$ cat config.mk
export PLATFORM = sky130hd
export DESIGN_NAME = clk_ctrl_top
export DESIGN_NICKNAME = d
export VERILOG_FILES = /design/src/clk_ctrl_pkg.sv /design/src/clk_ctrl_top.sv
export SDC_FILE = /design/constraint.sdc
export NUM_CORES = 1
export LEC_CHECK = 0
export BUFFER_PORTS_ARGS = -buffer_cell sky130_fd_sc_hd__buf_2
export CORE_MARGIN = 2
export CORE_UTILIZATION = 50
export CTS_CLUSTER_DIAMETER = 50
export DETAILED_ROUTE_END_ITERATION = 8
export PLACE_DENSITY = 0.71
export SLEW_MARGIN = 20
export SYNTH_ARGS = -nofsm -noshare
export SYNTH_HDL_FRONTEND = slang
export SYNTH_SLANG_ARGS = --single-unit
$ cat constraint.sdc
create_clock -name CORE_CLK -period 2.6 [get_ports CORE_CLK]
set_clock_uncertainty 0.2 [all_clocks]
set_input_delay 0.26 -clock CORE_CLK [delete_from_list [all_inputs] [get_ports CORE_CLK]]
set_output_delay 0.26 -clock CORE_CLK [all_outputs]
set_load 0.01 [all_outputs]
$ cat src/clk_ctrl_pkg.sv
package clk_ctrl_pkg;

  // ****************************************************************
  // register port and map
  // ****************************************************************
  localparam int unsigned DATA_W = 16;
  localparam int unsigned ADDR_W = 3;

  localparam logic [ADDR_W-1:0] ADDR_TRIM = 3'h0;
  localparam logic [ADDR_W-1:0] ADDR_AUX  = 3'h1;
  localparam logic [ADDR_W-1:0] ADDR_REF  = 3'h2;
  localparam logic [ADDR_W-1:0] ADDR_PRNG = 3'h3;
  localparam logic [ADDR_W-1:0] ADDR_OSC  = 3'h4;

  // ****************************************************************
  // field positions
  // ****************************************************************
  localparam int unsigned TRIM_W          = 6;
  localparam int unsigned AUX_EN_BIT      = 15;
  localparam int unsigned AUX_LOCK_BIT    = 14;
  localparam int unsigned AUX_DIVSRC_BIT  = 13;
  localparam int unsigned AUX_POST_LSB    = 8;
  localparam int unsigned AUX_REFSRC_BIT  = 7;
  localparam int unsigned AUX_RCSEL_BIT   = 6;
  localparam int unsigned REF_OE_BIT      = 15;
  localparam int unsigned REF_SLP_BIT     = 13;
  localparam int unsigned REF_SRC_BIT     = 12;
  localparam int unsigned REF_DIV_LSB     = 8;
  localparam int unsigned PRNG_W          = 15;
  localparam int unsigned OSC_CUR_LSB     = 12;
  localparam int unsigned OSC_NEW_LSB     = 8;
  localparam int unsigned OSC_REQ_BIT     = 0;

  // ****************************************************************
  // reset values and counts
  // ****************************************************************
  localparam logic [2:0] AUX_POST_RST    = 3'h7;
  localparam logic       AUX_DIVSRC_RST  = 1'h1;
  localparam logic [3:0] SWITCH_WAIT_CYC = 4'ha;

  typedef struct packed {
    logic       pll_enable;
    logic       divider_source_select;
    logic [2:0] postscale_code;
    logic       reference_source_select;
    logic       pll_rc_select;
  } aux_ctrl_t;

  typedef struct packed {
    logic       output_enable;
    logic       run_in_sleep;
    logic       source_select;
    logic [3:0] divider_code;
  } ref_ctrl_t;

  typedef enum logic [1:0] {
    PLL_IN_NONE    = 2'b00,
    PLL_IN_PRIMARY = 2'b01,
    PLL_IN_RC      = 2'b10
  } pll_in_t;

  typedef enum logic [1:0] {
    SW_IDLE  = 2'b00,
    SW_CHECK = 2'b01,
    SW_WAIT  = 2'b10
  } sw_state_t;

endpackage

$ cat src/clk_ctrl_top.sv
`timescale 1ns/1ps
// Overview of operation
// 6-bit signed rc trim code, +0.375% steps up to 011111, down to 100000
// trim and auxiliary control registers clear only on power-on reset
// aux pll enable bit 15 drives pll; bit 14 reads lock state
// bit 13 picks aux divider source: 1 aux oscillator, 0 primary pll vco
// aux postscale codes 111..001 divide 1..64, 000 divides by 256
// software sets postscale to divide-by-1 before using the pwm
// reference source bit 7: 1 primary oscillator, 0 no input
// rc-select bit 6 feeds aux pll from rc, else bit 7 decides
// reference pin driven only while output enable bit 15 set
// run-in-sleep bit 13 keeps reference running during sleep, else stops
// source bit 12: 1 crystal oscillator, 0 system clock
// reference divided by two to the 4-bit code, up to 32768
// software disables reference output before changing divider code
// 15-bit pseudo-random value, bit 15 reads zero, cleared at reset
// switching allowed only when config bit is 0; 1 disables switching and monitor
// with switching disabled new select ignored, current shows config source; code still takes new select writes
// with switching disabled request bit held zero, writes ignored
// switching into and out of primary allowed; submode fixed at run time
// unimplemented bits read zero
// pseudo-random register steps on pwm clock, read-only to software
// request naming the source in use is cleared and aborted
// valid switch waits 10 new-source cycles, clears request, copies selection

module clk_ctrl_top
  import clk_ctrl_pkg::*;
(
  input  wire logic              CORE_CLK,            // core clock, 100 MHz
  input  wire logic              NRST,                // power-on reset, active low
  input  wire logic              WARM_RST,            // other reset types, sync, active high
  input  wire logic [ADDR_W-1:0] ADDR,                // register index
  input  wire logic [DATA_W-1:0] WR_DATA,             // write data
  input  wire logic              WR_EN,               // write strobe
  input  wire logic              RD_EN,               // read strobe
  output logic      [DATA_W-1:0] RD_DATA,             // read data, cycle after strobe
  input  wire logic              SLEEP,               // device in sleep
  input  wire logic              XTAL_TICK,           // crystal oscillator tick
  input  wire logic              AUX_SRC_TICK,        // tick of selected aux divider source
  input  wire logic              AUX_PLL_LOCK,        // aux pll lock from analog
  input  wire logic              PWM_TICK,            // pwm clock tick
  input  wire logic              NEW_SRC_TICK,        // tick of the requested new source
  input  wire logic              SWITCH_EN_CFG,       // switch enable config bit, 0 enables
  input  wire logic [2:0]        INITIAL_SOURCE_CFG,  // source chosen by configuration
  input  wire logic [1:0]        PRIMARY_SUBMODE_CFG, // primary submode configuration
  output logic      [TRIM_W-1:0] RC_TRIM_CODE,        // rc oscillator trim
  output logic                   AUX_PLL_ENABLE,      // aux pll on
  output logic                   AUX_DIV_SOURCE_SEL,  // 1 aux oscillator, 0 primary vco
  output logic      [1:0]        AUX_PLL_IN_SEL,      // aux pll input selection
  output logic                   AUX_CLK_TICK,        // postscaled aux tick
  output logic                   REF_CLK_PIN,         // reference clock tick out
  output logic                   REF_CLK_PIN_OE_N,    // pin enable, low while driven
  output logic      [2:0]        CURRENT_SOURCE,      // current oscillator
  output logic                   SWITCH_BUSY,         // switch request pending
  output logic                   FAILSAFE_MON_EN,     // failsafe monitor allowed
  output logic      [1:0]        PRIMARY_SUBMODE      // latched primary submode
);

  // ****************************************************************
  // register state
  // ****************************************************************
  logic [TRIM_W-1:0] trim;
  aux_ctrl_t         aux;
  ref_ctrl_t         refc;
  logic [PRNG_W-1:0] prng;
  logic [2:0]        new_src;
  logic [2:0]        cur_src;
  logic              req;
  logic              started;
  sw_state_t         sw_state;
  logic [3:0]        sw_cnt;
  logic [7:0]        aux_cnt;
  logic [14:0]       ref_cnt;
  logic              switch_en;
  logic [7:0]        aux_mask;
  logic [14:0]       ref_mask;
  logic              ref_running;
  logic              ref_src_tick;
  logic [DATA_W-1:0] next_rd_data;

  wire wr_trim = WR_EN && (ADDR == ADDR_TRIM);
  wire wr_aux  = WR_EN && (ADDR == ADDR_AUX);
  wire wr_ref  = WR_EN && (ADDR == ADDR_REF);
  wire wr_osc  = WR_EN && (ADDR == ADDR_OSC);

  assign switch_en = !SWITCH_EN_CFG;

  // code to power of two: 111 -> 0 ... 001 -> 6, 000 -> 8
  function automatic logic [3:0] post_shift(input logic [2:0] code);
    post_shift = (code == 3'h0) ? 4'h8 : 4'(3'h7 - code);
  endfunction

  // ****************************************************************
  // power-on-only registers
  // ****************************************************************
  // warm reset deliberately not looked at here
  always_ff @(posedge CORE_CLK or negedge NRST) begin
    if (!NRST) begin
      trim <= '0;
    end else if (wr_trim) begin
      trim <= WR_DATA[TRIM_W-1:0];
    end
  end

  always_ff @(posedge CORE_CLK or negedge NRST) begin
    if (!NRST) begin
      aux <= '{pll_enable: 1'h0, divider_source_select: AUX_DIVSRC_RST, postscale_code: AUX_POST_RST,
               reference_source_select: 1'h0, pll_rc_select: 1'h0};
    end else if (wr_aux) begin
      aux.pll_enable              <= WR_DATA[AUX_EN_BIT];
      aux.divider_source_select   <= WR_DATA[AUX_DIVSRC_BIT];
      aux.postscale_code          <= WR_DATA[AUX_POST_LSB +: 3];
      aux.reference_source_select <= WR_DATA[AUX_REFSRC_BIT];
      aux.pll_rc_select           <= WR_DATA[AUX_RCSEL_BIT];
    end
  end

  // ****************************************************************
  // reference and pseudo-random registers, cleared by any reset
  // ****************************************************************
  always_ff @(posedge CORE_CLK or negedge NRST) begin
    if (!NRST) begin
      refc <= '0;
    end else if (WARM_RST) begin
      refc <= '0;
    end else if (wr_ref) begin
      refc.output_enable <= WR_DATA[REF_OE_BIT];
      refc.run_in_sleep  <= WR_DATA[REF_SLP_BIT];
      refc.source_select <= WR_DATA[REF_SRC_BIT];
      // divider change while enabled is the user's fault; accepted as written
      refc.divider_code  <= WR_DATA[REF_DIV_LSB +: 4];
    end
  end

  // xnor feedback so the all-zero reset state is not a lock-up state
  always_ff @(posedge CORE_CLK or negedge NRST) begin
    if (!NRST) begin
      prng <= '0;
    end else if (WARM_RST) begin
      prng <= '0;
    end else if (PWM_TICK) begin
      prng <= {prng[PRNG_W-2:0], ~(prng[14] ^ prng[13])};
    end
  end

  // ****************************************************************
  // auxiliary clock path
  // ****************************************************************
  assign aux_mask = 8'((9'h1 << post_shift(aux.postscale_code)) - 9'h1);

  always_ff @(posedge CORE_CLK or negedge NRST) begin
    if (!NRST) begin
      aux_cnt      <= '0;
      AUX_CLK_TICK <= 1'h0;
    end else begin
      if (AUX_SRC_TICK) begin
        aux_cnt <= aux_cnt + 8'h1;
      end
      AUX_CLK_TICK <= AUX_SRC_TICK && ((aux_cnt & aux_mask) == aux_mask);
    end
  end

  always_ff @(posedge CORE_CLK or negedge NRST) begin
    if (!NRST) begin
      AUX_PLL_ENABLE     <= 1'h0;
      AUX_DIV_SOURCE_SEL <= AUX_DIVSRC_RST;
      AUX_PLL_IN_SEL     <= PLL_IN_NONE;
    end else begin
      AUX_PLL_ENABLE     <= aux.pll_enable;
      AUX_DIV_SOURCE_SEL <= aux.divider_source_select;
      if (aux.pll_rc_select) begin
        AUX_PLL_IN_SEL <= PLL_IN_RC;
      end else if (aux.reference_source_select) begin
        AUX_PLL_IN_SEL <= PLL_IN_PRIMARY;
      end else begin
        AUX_PLL_IN_SEL <= PLL_IN_NONE;
      end
    end
  end

  // ****************************************************************
  // reference clock output
  // ****************************************************************
  assign ref_src_tick = refc.source_select ? XTAL_TICK : 1'h1;
  assign ref_running  = refc.output_enable && (!SLEEP || refc.run_in_sleep);
  assign ref_mask     = 15'((16'h1 << refc.divider_code) - 16'h1);

  always_ff @(posedge CORE_CLK or negedge NRST) begin
    if (!NRST) begin
      ref_cnt          <= '0;
      REF_CLK_PIN      <= 1'h0;
      REF_CLK_PIN_OE_N <= 1'h1;
    end else begin
      if (!ref_running) begin
        ref_cnt <= '0;
      end else if (ref_src_tick) begin
        ref_cnt <= ref_cnt + 15'h1;
      end
      REF_CLK_PIN      <= ref_running && ref_src_tick && ((ref_cnt & ref_mask) == ref_mask);
      REF_CLK_PIN_OE_N <= !refc.output_enable;
    end
  end

  // ****************************************************************
  // clock switch control
  // ****************************************************************
  always_ff @(posedge CORE_CLK or negedge NRST) begin
    if (!NRST) begin
      started         <= 1'h0;
      PRIMARY_SUBMODE <= '0;
      FAILSAFE_MON_EN <= 1'h0;
    end else begin
      started         <= 1'h1;
      FAILSAFE_MON_EN <= switch_en;
      if (!started) begin
        PRIMARY_SUBMODE <= PRIMARY_SUBMODE_CFG;
      end
    end
  end

  always_ff @(posedge CORE_CLK or negedge NRST) begin
    if (!NRST) begin
      new_src <= '0;
    end else if (!started) begin
      new_src <= INITIAL_SOURCE_CFG;
    end else if (wr_osc && sw_state == SW_IDLE) begin
      new_src <= WR_DATA[OSC_NEW_LSB +: 3];
    end
  end

  always_ff @(posedge CORE_CLK or negedge NRST) begin
    if (!NRST) begin
      sw_state <= SW_IDLE;
      sw_cnt   <= '0;
      req      <= 1'h0;
      cur_src  <= '0;
    end else if (!started || !switch_en) begin
      sw_state <= SW_IDLE;
      sw_cnt   <= '0;
      req      <= 1'h0;
      cur_src  <= INITIAL_SOURCE_CFG;
    end else begin
      unique case (sw_state)
        SW_IDLE: begin
          if (wr_osc && WR_DATA[OSC_REQ_BIT]) begin
            req      <= 1'h1;
            sw_state <= SW_CHECK;
          end
        end
        SW_CHECK: begin
          sw_cnt <= '0;
          if (new_src == cur_src) begin
            req      <= 1'h0;
            sw_state <= SW_IDLE;
          end else begin
            sw_state <= SW_WAIT;
          end
        end
        SW_WAIT: begin
          if (NEW_SRC_TICK) begin
            if (sw_cnt == SWITCH_WAIT_CYC - 4'h1) begin
              cur_src  <= new_src;
              req      <= 1'h0;
              sw_state <= SW_IDLE;
            end else begin
              sw_cnt <= sw_cnt + 4'h1;
            end
          end
        end
        default: begin
          sw_state <= SW_IDLE;
          req      <= 1'h0;
        end
      endcase
    end
  end

  always_ff @(posedge CORE_CLK or negedge NRST) begin
    if (!NRST) begin
      CURRENT_SOURCE <= '0;
      SWITCH_BUSY    <= 1'h0;
    end else begin
      CURRENT_SOURCE <= cur_src;
      SWITCH_BUSY    <= req;
    end
  end

  assign RC_TRIM_CODE = trim;

  // ****************************************************************
  // read port
  // ****************************************************************
  always_comb begin
    next_rd_data = '0;
    unique case (ADDR)
      ADDR_TRIM: next_rd_data[TRIM_W-1:0] = trim;
      ADDR_AUX: begin
        next_rd_data[AUX_EN_BIT]         = aux.pll_enable;
        next_rd_data[AUX_LOCK_BIT]       = AUX_PLL_LOCK;
        next_rd_data[AUX_DIVSRC_BIT]     = aux.divider_source_select;
        next_rd_data[AUX_POST_LSB +: 3]  = aux.postscale_code;
        next_rd_data[AUX_REFSRC_BIT]     = aux.reference_source_select;
        next_rd_data[AUX_RCSEL_BIT]      = aux.pll_rc_select;
      end
      ADDR_REF: begin
        next_rd_data[REF_OE_BIT]         = refc.output_enable;
        next_rd_data[REF_SLP_BIT]        = refc.run_in_sleep;
        next_rd_data[REF_SRC_BIT]        = refc.source_select;
        next_rd_data[REF_DIV_LSB +: 4]   = refc.divider_code;
      end
      ADDR_PRNG: next_rd_data[PRNG_W-1:0] = prng;
      ADDR_OSC: begin
        next_rd_data[OSC_CUR_LSB +: 3]   = cur_src;
        next_rd_data[OSC_NEW_LSB +: 3]   = new_src;
        next_rd_data[OSC_REQ_BIT]        = req;
      end
      default: next_rd_data = '0;
    endcase
  end

  always_ff @(posedge CORE_CLK or negedge NRST) begin
    if (!NRST) begin
      RD_DATA <= '0;
    end else if (RD_EN) begin
      RD_DATA <= next_rd_data;
    end else begin
      RD_DATA <= '0;
    end
  end
endmodule // clk_ctrl_top

==> out/metrics.csv, run 1 <==
metric;value;unit
outcome;complete, no violations;
ANT nets after route;0;
Final setup viols;0;
commonest non-fill, non-tap cell in the layout;dfrtp_1;
Slew headroom;43.37;%
gr usage total;21.01;%
CP Cell Sequence;nor2_1, nand3b_1, ha_1, or3b_1, a2111oi_2, a21oi_1, nand4_1, nor4_1;
Die Y;102.2;µm
CTS buffer count;9;
Buffers on Ports;70;
cell area power density;581.7;nW/µm²
final WL;10.29;mm
critical path required time;2.65;ns
CP startpoint kind;flop;
die width;102.2;µm
# fillers;817;
first-pass GRT wire length;17.09;mm
TritonCTS clock tree;yes;
sequential fraction of the synthesis area;53.12;%
CP max stage cell;or3b_1;
initial core utilization;51.91;%
largest net degree at the start of global routing;65;
Ant. Diodes;0;
via count of the routed design;3592;
Placeable Area;9284;µm²
crit path kind;reg2reg;
Core Util, Final;61.70;%
crit path DAT;2.44;ns
# rows;35;
Root Driver;clkbuf_8;
post-synth top area share;49.84;%
final hold vios;0;
global route overflow;0;
Main synth FF type;dfrtp_1;
vias per inst;5.353;
Crit path largest cell delay;0.40;ns
layout net count;578;
initial antenna violation count;0;
DRC viols;0;
fin crit share;92.12;%
Post-synth ARST share;100.0;%
most frequent cells in the layout;dfrtp_1 (96), buf_2 (69), nor2_1 (57);
die area;10440;µm²
Tmin final;2.395;ns
Worst IR Drop VDD;0.4029;mV
worst-skew pair later-pin latency;0.36;ns
Iter 0 DRT Violations;168;
io pins;72;
Slew Viols, Final;0;
Mapped Cells;447;
syn nets;488;
maxcap violations;0;
maximum clock path buffer count;2;
Overall Power;3332;µW
largest cells by area after synthesis;dfrtp_1 (50%), mux2i_1 (6.6%), mux2_2 (4.9%);
Post-DP HPWL;7.172;mm
Post-synth EDFFs;0;
post-synthesis area per instance;10.78;µm²
worst min path class;in2reg;
Reg2Reg Depth;8;
Leak;0.002583;µW
mapped cell area;4820;µm²
hold slack final;0.02543;ns
vias in the first global route;3517;
Initial DRT Pass Iterations;4;
area leader, netlist;dfrtp_1;
post-synthesis register bit count;102;
Worst-path clk slew;0.11;ns
fraction of layout instances using a drive strength above 1;23.99;%
H-tree Lvls;3;
area of the multi-input gates;2116;µm²
Worst Path Max Fanout;8;
setup_tns;0;ns
Min-Delay Path Depth;2;
Synth Warn #;0;
Slew @ Worst Pin;0.8463;ns
fmax;0.4175;GHz
area grow syn2layout;18.85;%
RSZ-0062 raised after global routing;false;
# clock sinks;102;
FF/Latch Area;2560;µm²
post-cts sizing count;0;
Yosys cell types;55;
CP endpoint kind;flop;
GPL Wtd Cong;0.8214;
routed length per instance;15.34;µm
[worst max-delay path, delay by kind of cell (launching register included)]
family,cells,cell delay (ns)
DFF,1,0.39
AOI/OAI and AO/OA,2,0.44
adders and majority gates,1,0.29
and+or+nand+nor,5,0.99
[per-stage QoR]
step	std cells	cell area, µm²	setup slack (ns)
floorplan	447	4820	0.3845
global placement	632	5304	0.2686
detailed placement	632	5304	0.2108
CTS	671	5728	0.2009
global route	671	5728	0.01144
finish	671	5728	0.2048
[cells in the mapped netlist, types with 8 or more instances]
cell type and instances:
a21oi_1 18, a22oi_1 11, buf_2 10, clkbuf_1 9, dfrtp_1 96, inv_1 11, mux2_2 21, mux2i_1 32
nand2_1 24, nand3_1 13, nand3b_1 8, nand4_1 12, nor2_1 57, nor2b_1 8, nor3_1 8, o21ai_0 19
xnor2_1 13, xor2_1 13
[cell families after synthesis]
family                   after synthesis  share of synthesized area, %
AND/OR/NAND/NOR                      161                         17.52
XOR/XNOR                              26                         4.725
multiplexers                          53                         11.55
flip-flops                           102                         53.12
AO/OA/AOI/OAI                         66                         8.723
adder cells (fa/ha/maj)                5                         1.298
buffers and inverters                 33                         2.985
other                                  1                       0.07781
[metal layers]
| metal | global-route usage (%) | share of wire, % |
|---|---|---|
| met1 | 29.16 | 47 |
| met5 | 0 | 0 |
| met4 | 4.000 | 0.54 |
| met2 | 34.46 | 49 |
| met3 | 4.720 | 3.3 |
[final timing paths]
check	start	end	slack [ns]
min in group asynchronous	NRST	prng[2]$_DFFE_PN0P_	0.24
hold / removal	RD_EN	RD_DATA[0]$_DFF_PN0_	0.03
hold reg to reg	aux[5]$_DFFE_PN1P_	AUX_DIV_SOURCE_SEL$_DFF_PN1_	0.21
max in group asynchronous	NRST	REF_CLK_PIN_OE_N$_DFF_PN1_	1.21
setup reg to reg	refc[3]$_DFFE_PN0P_	REF_CLK_PIN$_DFF_PN0_	0.20
setup / recovery	refc[3]$_DFFE_PN0P_	REF_CLK_PIN$_DFF_PN0_	0.20
[cell type report]
| type | count | share of cell area [%] |
|---|---|---|
| Clock inverter | 6 | 0.9830 |
| Timing Repair Buffer | 101 | 11.45 |
| Inverter | 11 | 0.7208 |
| Sequential cell | 102 | 44.69 |
| Tap cell | 129 | 2.818 |
| Multi-Input combinational cell | 312 | 36.94 |
| Clock buffer | 10 | 2.403 |
[registers in the layout, indices dropped and copies added, names as in the netlist, 3 cells and up]
name            count
aux_cnt             8
ref_cnt            15
refc                7
sw_cnt              4
CURRENT_SOURCE      3
new_src             3
cur_src             3
aux                 7
RC_TRIM_CODE        6
prng               15
RD_DATA            16
[what timing repair did]
action,CTS,global route
hold buffers,23,0
setup buffers,0,0
endpoints found under the hold margin,66,0
[power by group]
| group | switching, µW | total [µW] | internal [µW] |
|---|---|---|---|
| Combinational | 253 | 510 | 257 |
| Sequential | 133 | 1870 | 1740 |
| Clock | 560 | 949 | 389 |
| Total | 946 | 3330 | 2390 |
(Power assumes the default switching activity.)
==> run 2: changes to the inputs <==
Settings changed: CORE_MARGIN 2 to 4.
==> run 2 against run 1 <==
Clock power fell by 4.8%. Sequential share of layout area fell by 0.097 points. Maximum frequency fell by 1.4%. Cell count rose by 0.60%. Count of clock-buffer cells in the layout rose by 1. Cell area rose by 0.22%. Critical path type unchanged. Flip-flop and latch count did not move. Total power fell by 1.3%. Register-to-register slack got worse by 0.03 ns. Wire length rose by 4.5%. Largest cell class unchanged. Die area rose by 8.0%. Non-clock buffer count rose by 4. Critical endpoint unchanged.
==> out/metrics.csv, run 2 (synthesis results as in run 1) <==
metric;value;unit;change
outcome;complete, no violations;;
global route overflow;0;;unchanged
io pins;72;;unchanged
commonest non-fill, non-tap cell in the layout;dfrtp_1;;
critical path required time;2.67;ns;+0.02 ns
vias in the first global route;3724;;+5.9%
post-CTS setup buffer count;0;;unchanged
Ant. Diodes;0;;unchanged
H-tree Lvls;3;;unchanged
Root Driver;clkbuf_8;;
Post-DP HPWL;7.525;mm;+4.9%
Die Y;106.2;µm;+3.9%
area grow syn2layout;19.11;%;
DRC viols;0;;unchanged
largest net degree at the start of global routing;48;;-26%
max reg flops;16;;unchanged
Worst-path clk slew;0.10;ns;about the same
largest registers;RD_DATA: 16 flops, prng: 15 flops, ref_cnt: 15 flops;;
ANT nets after route;0;;unchanged
cell area power density;573.0;nW/µm²;-1.5%
Worst IR Drop VDD;0.3698;mV;-8.2%
die width;106.2;µm;+3.9%
crit path DAT;2.50;ns;+0.06 ns
Top reg by flops;RD_DATA;;
fmax;0.4115;GHz;-1.4%
Final setup viols;0;;unchanged
TritonCTS clock tree;yes;;
Slew headroom;40.17;%;-3.2 points
gr usage total;20.25;%;-0.76 points
worst setup path start;refc[1]$_DFFE_PN0P_;;
maximum clock path buffer count;2;;unchanged
RSZ-0062 raised after global routing;false;;
worst min path class;in2reg;;
crit path kind;reg2reg;;
CP startpoint kind;flop;;
Initial DRT Pass Iterations;5;;+1
setup_tns;0;ns;unchanged
Worst Path Max Fanout;9;;+1
Reg-to-Reg Start;refc[1]$_DFFE_PN0P_;;
CTS buffer count;9;;unchanged
routed length per instance;15.94;µm;+3.9%
Slew @ Worst Pin;0.8941;ns;+0.04786 ns
fraction of layout instances using a drive strength above 1;24.36;%;+0.37 points
most frequent cells in the layout;dfrtp_1 (96), buf_2 (69), nor2_1 (56);;
fin crit share;93.46;%;+1.3 points
via count of the routed design;3639;;+1.3%
layout net count;582;;+0.69%
# fillers;791;;-3.2%
GPL Wtd Cong;0.8709;;+6.0%
# clock sinks;102;;unchanged
vias per inst;5.391;;+0.71%
final WL;10.76;mm;+4.5%
beginning of the worst hold path;ADDR[1];;
Slew Viols, Final;0;;unchanged
initial core utilization;51.67;%;-0.24 points
Overall Power;3289;µW;-1.3%
maxcap violations;0;;unchanged
final hold vios;0;;unchanged
Iter 0 DRT Violations;132;;-21%
Tmin final;2.430;ns;+0.03465 ns
worst-skew pair later-pin latency;0.38;ns;+0.02 ns
initial antenna violation count;0;;unchanged
Buffers on Ports;70;;unchanged
die area;11270;µm²;+8.0%
CP endpoint kind;flop;;
# rows;35;;unchanged
Placeable Area;9328;µm²;+0.47%
Leak;0.002583;µW;about the same
first-pass GRT wire length;18.33;mm;+7.3%
[run 2: path summary, 6_finish.rpt]
path | to | slack (ns) | cells past startpoint
worst max register to register | REF_CLK_PIN$_DFF_PN0_ | 0.17 | 8
worst max-delay path | REF_CLK_PIN$_DFF_PN0_ | 0.17 | 8
min in group asynchronous | ref_cnt[5]$_DFFE_PN0P_ | 0.21 | 2
max in group asynchronous | aux[2]$_DFFE_PN1P_ | 1.29 | 3
worst min-delay path | RD_DATA[11]$_DFF_PN0_ | 0.03 | 2
worst min register to register | AUX_DIV_SOURCE_SEL$_DFF_PN1_ | 0.20 | 0
[run 2: final cells by class]
| class | count | area, µm² | share of cell area, % |
|---|---|---|---|
| Clock inverter | 5 | 33.78 | 0.5885 |
| Multi-Input combinational cell | 312 | 2125 | 37.01 |
| Tap cell | 129 | 161.4 | 2.812 |
| Clock buffer | 11 | 131.4 | 2.289 |
| Timing Repair Buffer | 105 | 688.2 | 11.99 |
| Inverter | 11 | 41.29 | 0.7193 |
| Sequential cell | 102 | 2560 | 44.59 |
[run 2: timing repair]
action                     CTS  global route
hold endpoints to repair    79             0
setup endpoints to repair    0             1
resized for setup            0             2
hold buffers                24             0
[run 2: worst max-delay path, stage by stage (launching register included)]
cell and delay [ns]:
dfrtp_1 0.48, nor2_2 0.23, nand2_1 0.08, ha_1 0.31
or3b_1 0.40, a2111oi_2 0.36, a21oi_1 0.08, nand4_1 0.12
nor4_2 0.06
[run 2: routing by layer]
| layer | track usage [%] | up-vias | wire (µm) |
|---|---|---|---|
| li1 | - | 1747 | - |
| met1 | 27.15 | 1779 | 4870 |
| met2 | 32.81 | 95 | 5209 |
| met3 | 5.525 | 18 | 523 |
| met4 | 4.995 | 0 | 153 |
| met5 | 0 | - | 0 |
[run 2: per-stage QoR]
stage | instance area [µm²] | setup slack (ns) | hold WS, ns | util [%] | instances
4_1_cts | 5732 | 0.1367 | 0.01740 | 61.45 | 675
5_1_grt | 5741 | 0.009149 | 0.02680 | 61.54 | 675
2_1_floorplan | 4820 | 0.3845 | -0.2356 | - | 447
6_report | 5741 | 0.1701 | 0.02848 | 61.54 | 675
3_5_place_dp | 5326 | 0.1644 | 0.1033 | 57.10 | 635
3_3_place_gp | 5326 | 0.2395 | 0.1052 | 57.10 | 635
[run 2: power breakdown]
group | total [µW] | switching [µW] | internal, µW
Combinational | 511 | 250 | 260
Sequential | 1880 | 136 | 1740
Clock | 903 | 554 | 349
==> run 3: changes to the inputs <==
Settings changed: PLACE_DENSITY 0.71 to 0.79.
==> run 3 against run 2 <==
Non-clock buffer count down 2. Critical path depth is the same. Core utilization grew 0.39 points. Flip-flop and latch count unchanged. Register-to-register slack about the same. Die area is the same. First-iteration DRC count increased by 0.76%. Count of clock-buffer cells in the layout shrank 2. Global-route usage fell by 0.052 points. Combinational power rose by 0.8%. Sequential share of layout area decreased by 0.28 points. Sequential power barely moved. Critical path type unchanged. Critical endpoint unchanged. Largest cell class unchanged.
==> out/metrics.csv, run 3 (synthesis results as in run 1) <==
metric;value;unit;change
crit path DAT;2.49;ns;about the same
Slew headroom;37.83;%;-2.3 points
Clock power frac;31.7;%;+4.2 points
vias in the first global route;3741;;+0.46%
io pins;72;;unchanged
Overall Power;3506;µW;+6.6%
beginning of the worst hold path;WARM_RST;;
reg2reg end;REF_CLK_PIN$_DFF_PN0_;;
most frequent cells in the layout;dfrtp_1 (96), buf_2 (69), nor2_1 (57);;
Reg power frac;53.6;%;-3.4 points
crit path kind;reg2reg;;
CP startpoint kind;flop;;
Post-DP HPWL;7.562;mm;+0.50%
RSZ-0062 raised after global routing;false;;
final hold vios;0;;unchanged
Reg-to-Reg Start;refc[1]$_DFFE_PN0P_;;
hold-fix buffers at CTS;24;;unchanged
Final setup viols;0;;unchanged
Top reg by flops;RD_DATA;;
Post-DP Area;5311;µm²;-0.28%
die width;106.2;µm;unchanged
first-pass GRT wire length;18.27;mm;-0.34%
outcome;complete, no violations;;
via count of the routed design;3672;;+0.91%
Tmin final;2.432;ns;+0.002187 ns
GPL Wtd Cong;0.8771;;+0.71%
worst min path class;in2reg;;
Worst-path clk slew;0.10;ns;about the same
maxcap violations;0;;unchanged
commonest non-fill, non-tap cell in the layout;dfrtp_1;;
slack of the worst reg-to-reg path;0.17;ns;about the same
Reg2Reg Depth;8;;unchanged
Iter 0 DRT Violations;133;;+0.76%
Buffers on Ports;70;;unchanged
layout net count;580;;-0.34%
sw power;953.4;µW;+1.5%
ANT nets after route;0;;unchanged
global route overflow;0;;unchanged
design area;5777;µm²;+0.63%
# fillers;779;;-1.5%
fmax;0.4112;GHz;about the same
post-CTS setup buffer count;0;;unchanged
hold slack final;0.1008;ns;+0.07228 ns
Die Y;106.2;µm;unchanged
cell-internal power;2552;µW;+8.6%
DRC viols;0;;unchanged
Worst Path Max Fanout;8;;-1
Min-Delay Path Depth;2;;unchanged
Root Driver;clkbuf_8;;
fraction of layout instances using a drive strength above 1;24.08;%;-0.28 points
area grow syn2layout;19.86;%;
largest registers;RD_DATA: 16 flops, prng: 15 flops, ref_cnt: 15 flops;;
gr usage total;20.20;%;-0.052 points
Comb power frac;14.7;%;-0.8 points
routed length per instance;16.16;µm;+1.4%
initial core utilization;51.67;%;unchanged
H-tree Lvls;3;;unchanged
Core Util, Final;61.93;%;+0.39 points
switch share;27.20;%;-1.4 points
# clock sinks;102;;unchanged
vias per inst;5.456;;+1.2%
setup_tns;0;ns;unchanged
die area;11270;µm²;unchanged
worst-skew pair later-pin latency;0.36;ns;-0.02 ns
final WL;10.88;mm;+1.1%
fin crit share;93.54;%;about the same
cell area power density;606.9;nW/µm²;+5.9%
Initial DRT Pass Iterations;4;;-1
Ant. Diodes;0;;unchanged
Leak;0.002604;µW;+0.83%
Slew @ Worst Pin;0.9291;ns;+0.03502 ns
# rows;35;;unchanged
post-cts sizing count;0;;unchanged
initial antenna violation count;0;;unchanged
largest net degree at the start of global routing;52;;+8.3%
hold path endpoint;prng[1]$_DFFE_PN0P_;;
TritonCTS clock tree;yes;;
max reg flops;16;;unchanged
Worst IR Drop VDD;0.4209;mV;+14%
Slew Viols, Final;0;;unchanged
critical path required time;2.66;ns;about the same
maximum clock path buffer count;2;;unchanged
Placeable Area;9328;µm²;unchanged
CP endpoint kind;flop;;
CTS buffer count;9;;unchanged
[run 3: cell types whose count changed in the layout (fill, tap and decap cells not counted), sizes merged]
cell / before / now
clkinv: 2 / 1
bufinv: 0 / 2
clkinvlp: 2 / 1
clkbuf: 11 / 9
buf: 81 / 79
inv: 12 / 14
[run 3: worst max-delay path, stage by stage (launching register included)]
cell	delay [ns]
dfrtp_1	0.47
nor2_1	0.26
nand2_1	0.10
ha_1	0.28
or3b_1	0.38
a2111oi_2	0.38
a21oi_1	0.08
nand4_1	0.12
nor4_1	0.06
[run 3: power groups by stage]
stage | Clock, µW | Combinational (µW) | Sequential [µW]
2_1_floorplan | 0 | 288 | 1900
3_3_place_gp | 0 | 468 | 1900
3_5_place_dp | 0 | 487 | 1910
4_1_cts | 1140 | 519 | 1880
5_1_grt | 1200 | 573 | 1910
6_report | 1110 | 515 | 1880
[run 3: cell type report]
type | count | area, µm² | share of cell area (%)
inverters | 11 | 41.29 | 0.7147
clock inverters | 7 | 101.3 | 1.754
flip-flops and latches | 102 | 2560 | 44.31
multi-input cells | 312 | 2116 | 36.63
clock buffers | 9 | 123.9 | 2.144
well taps | 129 | 161.4 | 2.794
repair buffers | 103 | 673.1 | 11.65
[run 3: worst max path at each step]
stage / from / endpoint / cells after the start
floorplan: refc[0]$_DFFE_PN0P_ / REF_CLK_PIN$_DFF_PN0_ / 9
global placement: refc[1]$_DFFE_PN0P_ / REF_CLK_PIN$_DFF_PN0_ / 8
detailed placement: refc[1]$_DFFE_PN0P_ / REF_CLK_PIN$_DFF_PN0_ / 8
CTS: refc[1]$_DFFE_PN0P_ / REF_CLK_PIN$_DFF_PN0_ / 8
finish: refc[1]$_DFFE_PN0P_ / REF_CLK_PIN$_DFF_PN0_ / 8
global route: refc[1]$_DFFE_PN0P_ / REF_CLK_PIN$_DFF_PN0_ / 8
[run 3: layer usage]
layer  GRT usage, %  wire length [µm]
met3          4.675               477
met1          25.43              4635
met2          34.93              5606
met5              0                 0
met4          5.550               160
[run 3: stage by stage]
step,setup WS [ns],instances
2_1_floorplan,0.3845,447
3_3_place_gp,0.2865,633
3_5_place_dp,0.2006,633
4_1_cts,0.1760,673
5_1_grt,0.04691,673
6_report,0.1679,673
